File: src/pkg/qpmrd_regs.vh
// register map, field positions and timing constants of the management register block
`ifndef QPMRD_REGS_VH
`define QPMRD_REGS_VH

// register addresses
`define REG_CTRL        5'h00
`define REG_STAT        5'h01
`define REG_ID_HIGH     5'h02
`define REG_ID_LOW      5'h03
`define REG_IRQ         5'h10
`define REG_SUMMARY     5'h11

// frame fields
`define OP_READ         2'b10
`define OP_WRITE        2'b01
`define HEAD_LAST       5'd12
`define TAIL_TA2        5'd1
`define TAIL_D15        5'd2
`define TAIL_LAST       5'd17

// autoneg control fields
`define CTRL_SRST       15
`define CTRL_LOOP       14
`define CTRL_NEGOTIATION_ENABLE    12
`define CTRL_PORT_POWER_DOWN     11
`define CTRL_RESTART    9
`define CTRL_DUPLEX     8
`define CTRL_COL_TEST   7
`define CTRL_DEFAULT    16'h1000
`define CTRL_WMASK      16'hDB80
`define CTRL_SRST_BIT   16'h8000

// autoneg status fields
`define STAT_FIXED      16'h1849
`define STAT_ANEG_DONE  5
`define STAT_LINK       2
`define STAT_JABBER     1

// interrupt register layout
`define IRQ_EN_HI       15
`define IRQ_EN_LO       8

// strap capture delay after reset release
`define STRAP_WAIT      2'd2

// soft port reset duration
`define SRST_NS         10000
`define CLK_PERIOD_NS   10

`endif

File: src/qpmrd_top.v
// management register decode of a four-channel phy, reached over the serial management link
//
// Contract
// - answer frames only when phy address bits 4..2 equal strapped chip address.
// - low two phy address bits select channel 0 to 3 for per-port registers.
// - set per-port status bits on link, duplex or negotiation changes and on jabber onset.
// - interrupt status and enable bits share register 16.
// - status bits update on events regardless of their enable bits.
// - open-drain interrupt output active when any enabled status bit is set.
// - change status bits 3..0 clear when read over the management link; jabber bits 7..4 do not.
// - jabber status bit clears itself when the port leaves jabber.
// - registers 2, 3, 16, 17 ignore the channel bits of the address.
// - per-port registers exist per channel; only the matching channel is accessed.
// - control bit 15 resets port control to defaults, self-clears after 10 us.
// - control bit 14 loops port transmit data back to receive data.
// - control bit 11 resets negotiation and stops link state machine and pulses.
// - control bit 9 restarts negotiation, self-clears when negotiation completes.
// - control bits 13 and 10 always read zero.
// - strap values are captured at reset release; strap pins undriven during reset.
// - frames: start 01, opcode 10 read or 01 write, addresses, turnaround, data.
`timescale 1ns/1ps
`include "qpmrd_regs.vh"

module qpmrd_top #(
    parameter [15:0] ID_HIGH = 16'hA5A5,           // arbitrary identity value
    parameter [15:0] ID_LOW  = 16'h5A50            // arbitrary identity value
) (
    input  wire        CLK_I,                      // system clock, 100 MHz
    input  wire        RESET_I,                    // async reset, active high
    input  wire        MDC_I,                      // management clock pin
    input  wire        MDIO_I,                     // management data pin level
    output reg         MDIO_O,                     // management data drive value
    output reg         MDIO_OE_O,                  // management data drive enable
    input  wire        SLOTTED_RX_DATA_PIN_I,      // chip address strap bit 4
    input  wire        SLOTTED_RX_VALID_PIN_I,     // chip address strap bit 3
    input  wire        SLOTTED_COLLISION_PIN_I,    // chip address strap bit 2
    output reg         SLOTTED_PINS_OE_O,          // strap pins may be driven
    input  wire [3:0]  LINK_UP_I,                  // per-port link status
    input  wire [3:0]  FULL_DUPLEX_I,              // per-port duplex mode
    input  wire [3:0]  NEGOTIATION_DONE_I,         // per-port negotiation complete
    input  wire [3:0]  JABBER_I,                   // per-port jabber state
    output wire        STATUS_CHANGE_IRQ_N_O,      // interrupt drive value, always low
    output reg         STATUS_CHANGE_IRQ_N_OE_O,   // interrupt pulled low when high
    output wire [3:0]  SOFT_PORT_RESET_O,          // per-port soft reset in progress
    output wire [3:0]  LOOPBACK_O,                 // per-port loopback
    output wire [3:0]  NEGOTIATION_ENABLE_O,       // per-port negotiation enable
    output wire [3:0]  PORT_POWER_DOWN_O,          // per-port negotiation halt
    output wire [3:0]  NEGOTIATION_RESTART_O,      // per-port restart request
    output wire [3:0]  DUPLEX_MODE_O,              // per-port forced duplex
    output wire [3:0]  COLLISION_TEST_O            // per-port collision test
);

    localparam [1:0] ST_IDLE = 2'b00;
    localparam [1:0] ST_HEAD = 2'b01;
    localparam [1:0] ST_TAIL = 2'b10;
    localparam [31:0] SRST_FULL  = (`SRST_NS + `CLK_PERIOD_NS - 1) / `CLK_PERIOD_NS;
    localparam [9:0] SRST_CYCLES = SRST_FULL[9:0];

    reg         mdc_s1;
    reg         mdc_s2;
    reg         mdc_s3;
    reg         mdio_s1;
    reg         mdio_s2;
    reg  [2:0]  strap_s1;
    reg  [2:0]  strap_s2;
    reg  [2:0]  strap;
    reg  [1:0]  cap_cnt;
    reg  [1:0]  state;
    reg  [4:0]  cnt;
    reg  [11:0] head;
    reg  [4:0]  regad;
    reg  [1:0]  chan;
    reg         is_rd;
    reg         hit;
    reg  [15:0] sh;
    reg         wr_stb;
    reg  [15:0] wr_data;
    reg  [7:0]  irq_en;
    reg  [15:0] rdata;
    wire [7:0]  irq_st;
    wire [63:0] ctrl_all;
    wire        mdc_rise;
    wire [12:0] next_head;
    wire        rd_stb;
    wire        rd_irq;

    // synchronisers for the pins
    always @(posedge CLK_I or posedge RESET_I) begin
        if (RESET_I) begin
            mdc_s1   <= 1'b0;
            mdc_s2   <= 1'b0;
            mdc_s3   <= 1'b0;
            mdio_s1  <= 1'b1;
            mdio_s2  <= 1'b1;
            strap_s1 <= 3'h0;
            strap_s2 <= 3'h0;
        end else begin
            mdc_s1   <= MDC_I;
            mdc_s2   <= mdc_s1;
            mdc_s3   <= mdc_s2;
            mdio_s1  <= MDIO_I;
            mdio_s2  <= mdio_s1;
            strap_s1 <= {SLOTTED_RX_DATA_PIN_I, SLOTTED_RX_VALID_PIN_I, SLOTTED_COLLISION_PIN_I};
            strap_s2 <= strap_s1;
        end
    end

    assign mdc_rise = mdc_s2 & ~mdc_s3;

    // strap capture once the synchronisers hold post-release samples
    always @(posedge CLK_I or posedge RESET_I) begin
        if (RESET_I) begin
            cap_cnt           <= 2'h0;
            strap             <= 3'h0;
            SLOTTED_PINS_OE_O <= 1'b0;
        end else if (cap_cnt != `STRAP_WAIT) begin
            cap_cnt <= cap_cnt + 2'h1;
        end else if (!SLOTTED_PINS_OE_O) begin
            strap             <= strap_s2;
            SLOTTED_PINS_OE_O <= 1'b1;
        end
    end

    assign next_head = {head, mdio_s2};
    assign rd_stb    = mdc_rise && (state == ST_TAIL) && (cnt == `TAIL_TA2) && is_rd && hit;
    assign rd_irq    = rd_stb && (regad == `REG_IRQ);

    // management frame engine, sampled on management clock rising edges
    always @(posedge CLK_I or posedge RESET_I) begin
        if (RESET_I) begin
            state     <= ST_IDLE;
            cnt       <= 5'h00;
            head      <= 12'h000;
            regad     <= 5'h00;
            chan      <= 2'h0;
            is_rd     <= 1'b0;
            hit       <= 1'b0;
            sh        <= 16'h0000;
            MDIO_O    <= 1'b0;
            MDIO_OE_O <= 1'b0;
            wr_stb    <= 1'b0;
            wr_data   <= 16'h0000;
        end else begin
            wr_stb <= 1'b0;
            if (mdc_rise) begin
                case (state)
                    ST_IDLE: begin
                        if (!mdio_s2) begin
                            state <= ST_HEAD;
                            cnt   <= 5'h00;
                        end
                    end
                    ST_HEAD: begin
                        head <= next_head[11:0];
                        cnt  <= cnt + 5'h01;
                        if (cnt == `HEAD_LAST) begin
                            cnt   <= 5'h00;
                            regad <= next_head[4:0];
                            chan  <= next_head[6:5];
                            is_rd <= (next_head[11:10] == `OP_READ);
                            hit   <= (next_head[9:7] == strap);
                            if (!next_head[12] || ((next_head[11:10] != `OP_READ) &&
                                                   (next_head[11:10] != `OP_WRITE))) begin
                                state <= ST_IDLE;
                            end else begin
                                state <= ST_TAIL;
                            end
                        end
                    end
                    ST_TAIL: begin
                        cnt <= cnt + 5'h01;
                        if (is_rd && hit) begin
                            if (cnt == 5'h00) begin
                                MDIO_OE_O <= 1'b1;
                                MDIO_O    <= 1'b0;
                            end else if (cnt == `TAIL_TA2) begin
                                MDIO_O <= rdata[15];
                                sh     <= {rdata[14:0], 1'b0};
                            end else if (cnt != `TAIL_LAST) begin
                                MDIO_O <= sh[15];
                                sh     <= {sh[14:0], 1'b0};
                            end
                        end else if (!is_rd && (cnt >= `TAIL_D15)) begin
                            sh <= {sh[14:0], mdio_s2};
                        end
                        if (cnt == `TAIL_LAST) begin
                            state     <= ST_IDLE;
                            MDIO_OE_O <= 1'b0;
                            MDIO_O    <= 1'b0;
                            wr_stb    <= !is_rd && hit;
                            wr_data   <= {sh[14:0], mdio_s2};
                        end
                    end
                    default: begin
                        state <= ST_IDLE;
                    end
                endcase
            end
        end
    end

    // read data mux
    always @* begin
        rdata = 16'h0000;
        case (regad)
            `REG_CTRL:    rdata = ctrl_all[{chan, 4'h0} +: 16];
            `REG_STAT: begin
                rdata = `STAT_FIXED;
                rdata[`STAT_ANEG_DONE] = NEGOTIATION_DONE_I[chan];
                rdata[`STAT_LINK]      = LINK_UP_I[chan];
                rdata[`STAT_JABBER]    = JABBER_I[chan];
            end
            `REG_ID_HIGH: rdata = ID_HIGH;
            `REG_ID_LOW:  rdata = ID_LOW;
            `REG_IRQ:     rdata = {irq_en, irq_st};
            `REG_SUMMARY: rdata = {12'h000, LINK_UP_I};
            default:      rdata = 16'h0000;
        endcase
    end

    // interrupt enables and the open-drain output
    always @(posedge CLK_I or posedge RESET_I) begin
        if (RESET_I) begin
            irq_en                   <= 8'h00;
            STATUS_CHANGE_IRQ_N_OE_O <= 1'b0;
        end else begin
            if (wr_stb && (regad == `REG_IRQ)) begin
                irq_en <= wr_data[`IRQ_EN_HI:`IRQ_EN_LO];
            end
            STATUS_CHANGE_IRQ_N_OE_O <= |(irq_st & irq_en);
        end
    end

    assign STATUS_CHANGE_IRQ_N_O = 1'b0;

    genvar p;
    generate
        for (p = 0; p < 4; p = p + 1) begin : g_port
            reg  [15:0] ctrl;
            reg  [9:0]  srst_cnt;
            reg         lk_q;
            reg         dx_q;
            reg         an_q;
            reg         jb_q;
            reg         chg_st;
            reg         jab_st;
            wire        wr_me     = wr_stb && (regad == `REG_CTRL) && (chan == p);
            wire        done_rise = NEGOTIATION_DONE_I[p] & ~an_q;
            wire        chg       = (LINK_UP_I[p] ^ lk_q) | (FULL_DUPLEX_I[p] ^ dx_q) |
                                    (NEGOTIATION_DONE_I[p] ^ an_q);

            always @(posedge CLK_I or posedge RESET_I) begin
                if (RESET_I) begin
                    lk_q   <= 1'b0;
                    dx_q   <= 1'b0;
                    an_q   <= 1'b0;
                    jb_q   <= 1'b0;
                    chg_st <= 1'b0;
                    jab_st <= 1'b0;
                end else begin
                    lk_q   <= LINK_UP_I[p];
                    dx_q   <= FULL_DUPLEX_I[p];
                    an_q   <= NEGOTIATION_DONE_I[p];
                    jb_q   <= JABBER_I[p];
                    chg_st <= chg | (chg_st & ~rd_irq);
                    jab_st <= (JABBER_I[p] & ~jb_q) | (jab_st & JABBER_I[p]);
                end
            end

            always @(posedge CLK_I or posedge RESET_I) begin
                if (RESET_I) begin
                    ctrl     <= `CTRL_DEFAULT;
                    srst_cnt <= 10'h000;
                end else if (wr_me && wr_data[`CTRL_SRST]) begin
                    ctrl     <= `CTRL_DEFAULT | `CTRL_SRST_BIT;
                    srst_cnt <= SRST_CYCLES;
                end else if (wr_me) begin
                    ctrl <= (wr_data & `CTRL_WMASK) | (ctrl & `CTRL_SRST_BIT);
                    // a pending restart is only cleared by negotiation completing or by a soft reset
                    if (ctrl[`CTRL_RESTART]) begin
                        ctrl[`CTRL_RESTART] <= 1'b1;
                    end
                end else begin
                    if (srst_cnt != 10'h000) begin
                        srst_cnt <= srst_cnt - 10'h001;
                        if (srst_cnt == 10'h001) begin
                            ctrl[`CTRL_SRST] <= 1'b0;
                        end
                    end
                    if (done_rise) begin
                        ctrl[`CTRL_RESTART] <= 1'b0;
                    end
                end
            end

            assign ctrl_all[p*16 +: 16]   = ctrl;
            assign irq_st[p]              = chg_st;
            assign irq_st[p+4]            = jab_st;
            assign SOFT_PORT_RESET_O[p]     = ctrl[`CTRL_SRST];
            assign LOOPBACK_O[p]            = ctrl[`CTRL_LOOP];
            assign NEGOTIATION_ENABLE_O[p]  = ctrl[`CTRL_NEGOTIATION_ENABLE];
            assign PORT_POWER_DOWN_O[p]     = ctrl[`CTRL_PORT_POWER_DOWN];
            assign NEGOTIATION_RESTART_O[p] = ctrl[`CTRL_RESTART];
            assign DUPLEX_MODE_O[p]         = ctrl[`CTRL_DUPLEX];
            assign COLLISION_TEST_O[p]      = ctrl[`CTRL_COL_TEST];
        end
    endgenerate

endmodule // qpmrd_top

File: config.mk
export PLATFORM = sky130hd
export DESIGN_NAME = qpmrd_top
export DESIGN_NICKNAME = d
export VERILOG_FILES = /design/src/qpmrd_top.v
export VERILOG_INCLUDE_DIRS = /design/src /design/src/pkg
export SDC_FILE = /design/constraint.sdc
export NUM_CORES = 1
export LEC_CHECK = 0
export BUFFER_PORTS_ARGS = -buffer_cell sky130_fd_sc_hd__buf_2
export CORE_MARGIN = 2
export CORE_UTILIZATION = 23
export CTS_CLUSTER_SIZE = 14
export DETAILED_ROUTE_END_ITERATION = 12
export REMOVE_ABC_BUFFERS = 1
export SKIP_CTS_REPAIR_TIMING = 1
export SLEW_MARGIN = 5
export SYNTH_ARGS = -nofsm -noshare
export SYNTH_HDL_FRONTEND = slang
export SYNTH_SLANG_ARGS = --single-unit
File: constraint.sdc
create_clock -name CLK_I -period 6.71 [get_ports CLK_I]
set_input_delay 1.6775 -clock CLK_I [delete_from_list [all_inputs] [get_ports CLK_I]]
set_output_delay 1.6775 -clock CLK_I [all_outputs]
set_load 0.02 [all_outputs]
==> flow_metrics.tcl <==
set metrics [dict create \
    status "completed" \
    antenna_cells 0 \
    syn_area_per_cell_um2 11.1 \
    io_buffers 54 \
    dpl.hpwl_mm 15.2 \
    p_int_mw 1.72 \
    htree_levels 4 \
    ant_nets 0 \
    ys_seq_elements 174 \
    die_area_um2 38500 \
    cp_cell_sequence "buf_2" \
    ir_drop_v 0.000139 \
    place_ws_ps 3360 \
    path_buf_inv 1 \
    power_leakage_nw 4.44 \
    synth_top_flop_cell "dfrtp_1" \
    drv_slew 0 \
    slew-limit-headroom_pct 40.4 \
    slowest_delay_ps 580 \
    critPathSlowestCell "dfstp_2" \
    pwr-share-seq_pct 49.2 \
    die_w_um 196 \
    start_util_pct 23.3 \
    cts_made_buffers 17 \
    clkTransAtPathRegs_ps 70 \
    antenna_found_initial 0 \
    met3WireLength_mm 1.14 \
    synth_cell_types 78 \
    rsz0062_at_grt "no" \
    yosys_warnings 0 \
    wl_mm 21.3 \
    clock_latency_ps 430 \
    grt_pass1_wl_mm 34.0 \
    clock_path_buffers 2 \
    regArea_um2 4360 \
    syn_inst 766 \
    grt_start_max_net_pins 81 \
    min_period_over_period_pct 42.8 \
    cts_root_buf "clkbuf_16" \
    wl_met1_mm 10.4 \
    fmax_mhz 348 \
    critPathTopFamily "flip-flops" \
    place.gp.congestion 0.853 \
    cts_tree "built" \
    mostFrequentLayoutCell "dfrtp_1" \
    fin_tns_setup_ps 0 \
    tightest_slew_ps 894 \
    powerDensity_nw_per_um2 237 \
    critPathArrivalTime_ps 1200 \
    fin_nets 856 \
    grt.total_usage_pct 11.3 \
    drive_gt1_share_pct 21.0 \
    num_rows 70 \
    async_reset_ff_share_pct 100 \
    layout_common_cells "dfrtp_1, nand2_1, buf_2, mux2_2, inv_1" \
    io_pins 56 \
    finClkSkew_ps 12.2 \
    setup_violations 0 \
    cap_violations 0 \
    pwr-share-comb_pct 7.9 \
    rrSetupSlack_ps 4050 \
    clockPowerShare_pct 43.0 \
    setup_ws_ps 3840 \
    holdCritPathClass "reg -> reg" \
    grt_pass1_vias 5997 \
    p_sw_mw 0.602 \
    required_ps 5030 \
    syn2layout_area_growth_pct 15.4 \
    drc 0 \
    grt_overflow 0 \
    path_class "reg -> out" \
    netlist_area_um2 8490 \
    end_kind "primary output" \
    finalHoldViolations 0 \
    swShare_pct 25.9 \
    wl_met2_mm 9.55 \
    final.min_clock_period_ps 2870 \
    synth_enable_flop_cells 0 \
    wl_per_cell_um 16.5 \
    top_layer "met4" \
    timing.critical_path.from_type "flop" \
    nFillCells 3748 \
    multi_input_area_um2 3810 \
    yosysSeqAreaShare_pct 51.4 \
    die_h_um 196 \
    drtIter0Drc 560 \
    cp_max_fo 3 \
    num_vias 6069 \
    numClockSinks 174 \
    core_area_um2 36500 \
    avgViaCountPerCell 4.71 \
    drtPass1Iterations 6 \
]
## final timing paths
check / from / end / cells after the start
max: g_port[0].ctrl[12]$_DFFE_PP1P_ / NEGOTIATION_ENABLE_O[0] / 1
min: strap_s1[1]$_DFF_PP0_ / strap_s2[1]$_DFF_PP0_ / 0
max reg2reg: regad[1]$_DFFE_PP0P_ / g_port[3].srst_cnt[1]$_DFFE_PP0P_ / 4
min reg2reg: strap_s1[1]$_DFF_PP0_ / strap_s2[1]$_DFF_PP0_ / 0
max in group asynchronous: RESET_I / g_port[1].an_q$_DFF_PP0_ / 3
min in group asynchronous: RESET_I / strap_s1[0]$_DFF_PP0_ / 2
## through the flow
stage                     utilization [%]  area [um2]  hold slack, ps  cells  total power [mW]
after floorplan                         -        8320             331    731              1.28
after global placement               25.2        9210             336   1257              1.34
after detailed placement             25.2        9210             336   1257              1.34
after CTS                            26.8        9800             353   1289              2.35
after global routing                 26.8        9800             370   1289              2.42
final                                26.8        9800             352   1289              2.32
## sequential cells by signal, summed over array words and instances, names as in the netlist, 3 cells and up
signal           flops
strap                3
wr_data              9
g_port.chg_st        4
g_port.lk_q          4
irq_en               8
regad                5
g_port.srst_cnt     40
g_port.jb_q          4
head                12
sh                  16
strap_s1             3
g_port.ctrl         28
cnt                  5
g_port.jab_st        4
g_port.dx_q          4
g_port.an_q          4
strap_s2             3
## per-layer routing
metal | track usage, % | vias up
met4 | 3.20 | 0
met3 | 2.66 | 9
met1 | 15.6 | 3031
li1 | - | 2885
met5 | 0 | -
met2 | 17.5 | 144
## cell usage after synthesis, types with 6 or more instances
cell | count | area [um2]
nor2_1 | 29 | 109
nand4_1 | 12 | 75.1
nor4_1 | 11 | 68.8
clkbuf_1 | 16 | 60.1
nor2b_1 | 13 | 81.3
a21oi_1 | 28 | 140
mux2_2 | 45 | 507
inv_1 | 38 | 143
a21boi_0 | 6 | 45.0
mux2i_1 | 26 | 260
a31oi_1 | 16 | 100
nor3_1 | 10 | 50.1
or3_1 | 10 | 62.6
xnor2_1 | 10 | 87.6
ha_1 | 25 | 313
a22oi_1 | 6 | 45.0
nand2_1 | 70 | 263
dfstp_2 | 6 | 158
o211ai_1 | 6 | 45.0
or4_1 | 10 | 75.1
mux4_2 | 9 | 203
nand3_1 | 32 | 160
dfrtp_1 | 168 | 4200
buf_2 | 12 | 60.1
o21ai_0 | 35 | 175
o31ai_1 | 9 | 67.6
a21o_1 | 7 | 52.6
## cell families (layout without fill, tap and decap cells)
family,Yosys count,count (layout),share of synthesized area [%]
other,1,1,0.0442
buffers and inverters,74,129,3.76
XOR/XNOR,14,14,1.44
multiplexers,82,82,11.8
AND/OR/NAND/NOR,238,238,15.2
AO/OA/AOI/OAI,158,158,12.7
flip-flops,174,174,51.4
adder cells (fa/ha/maj),25,25,3.68
## cell type report
cell class,count,area share [%]
clock buffers,19,4.52
clock inverters,13,1.46
inverters,39,1.55
multi-input cells,518,38.9
flip-flops and latches,174,44.5
well taps,468,5.98
repair buffers,58,3.07
## power groups by stage
| stage | clock network (mW) | logic [mW] | registers [mW] |
|---|---|---|---|
| 2_1_floorplan | 0 | 0.138 | 1.15 |
| 4_1_cts | 1.02 | 0.187 | 1.14 |
| 3_5_place_dp | 0 | 0.184 | 1.16 |
| 5_1_grt | 1.06 | 0.210 | 1.15 |
| 6_report | 0.996 | 0.183 | 1.14 |
| 3_3_place_gp | 0 | 0.181 | 1.16 |
Power figures use the tool's default switching activity.
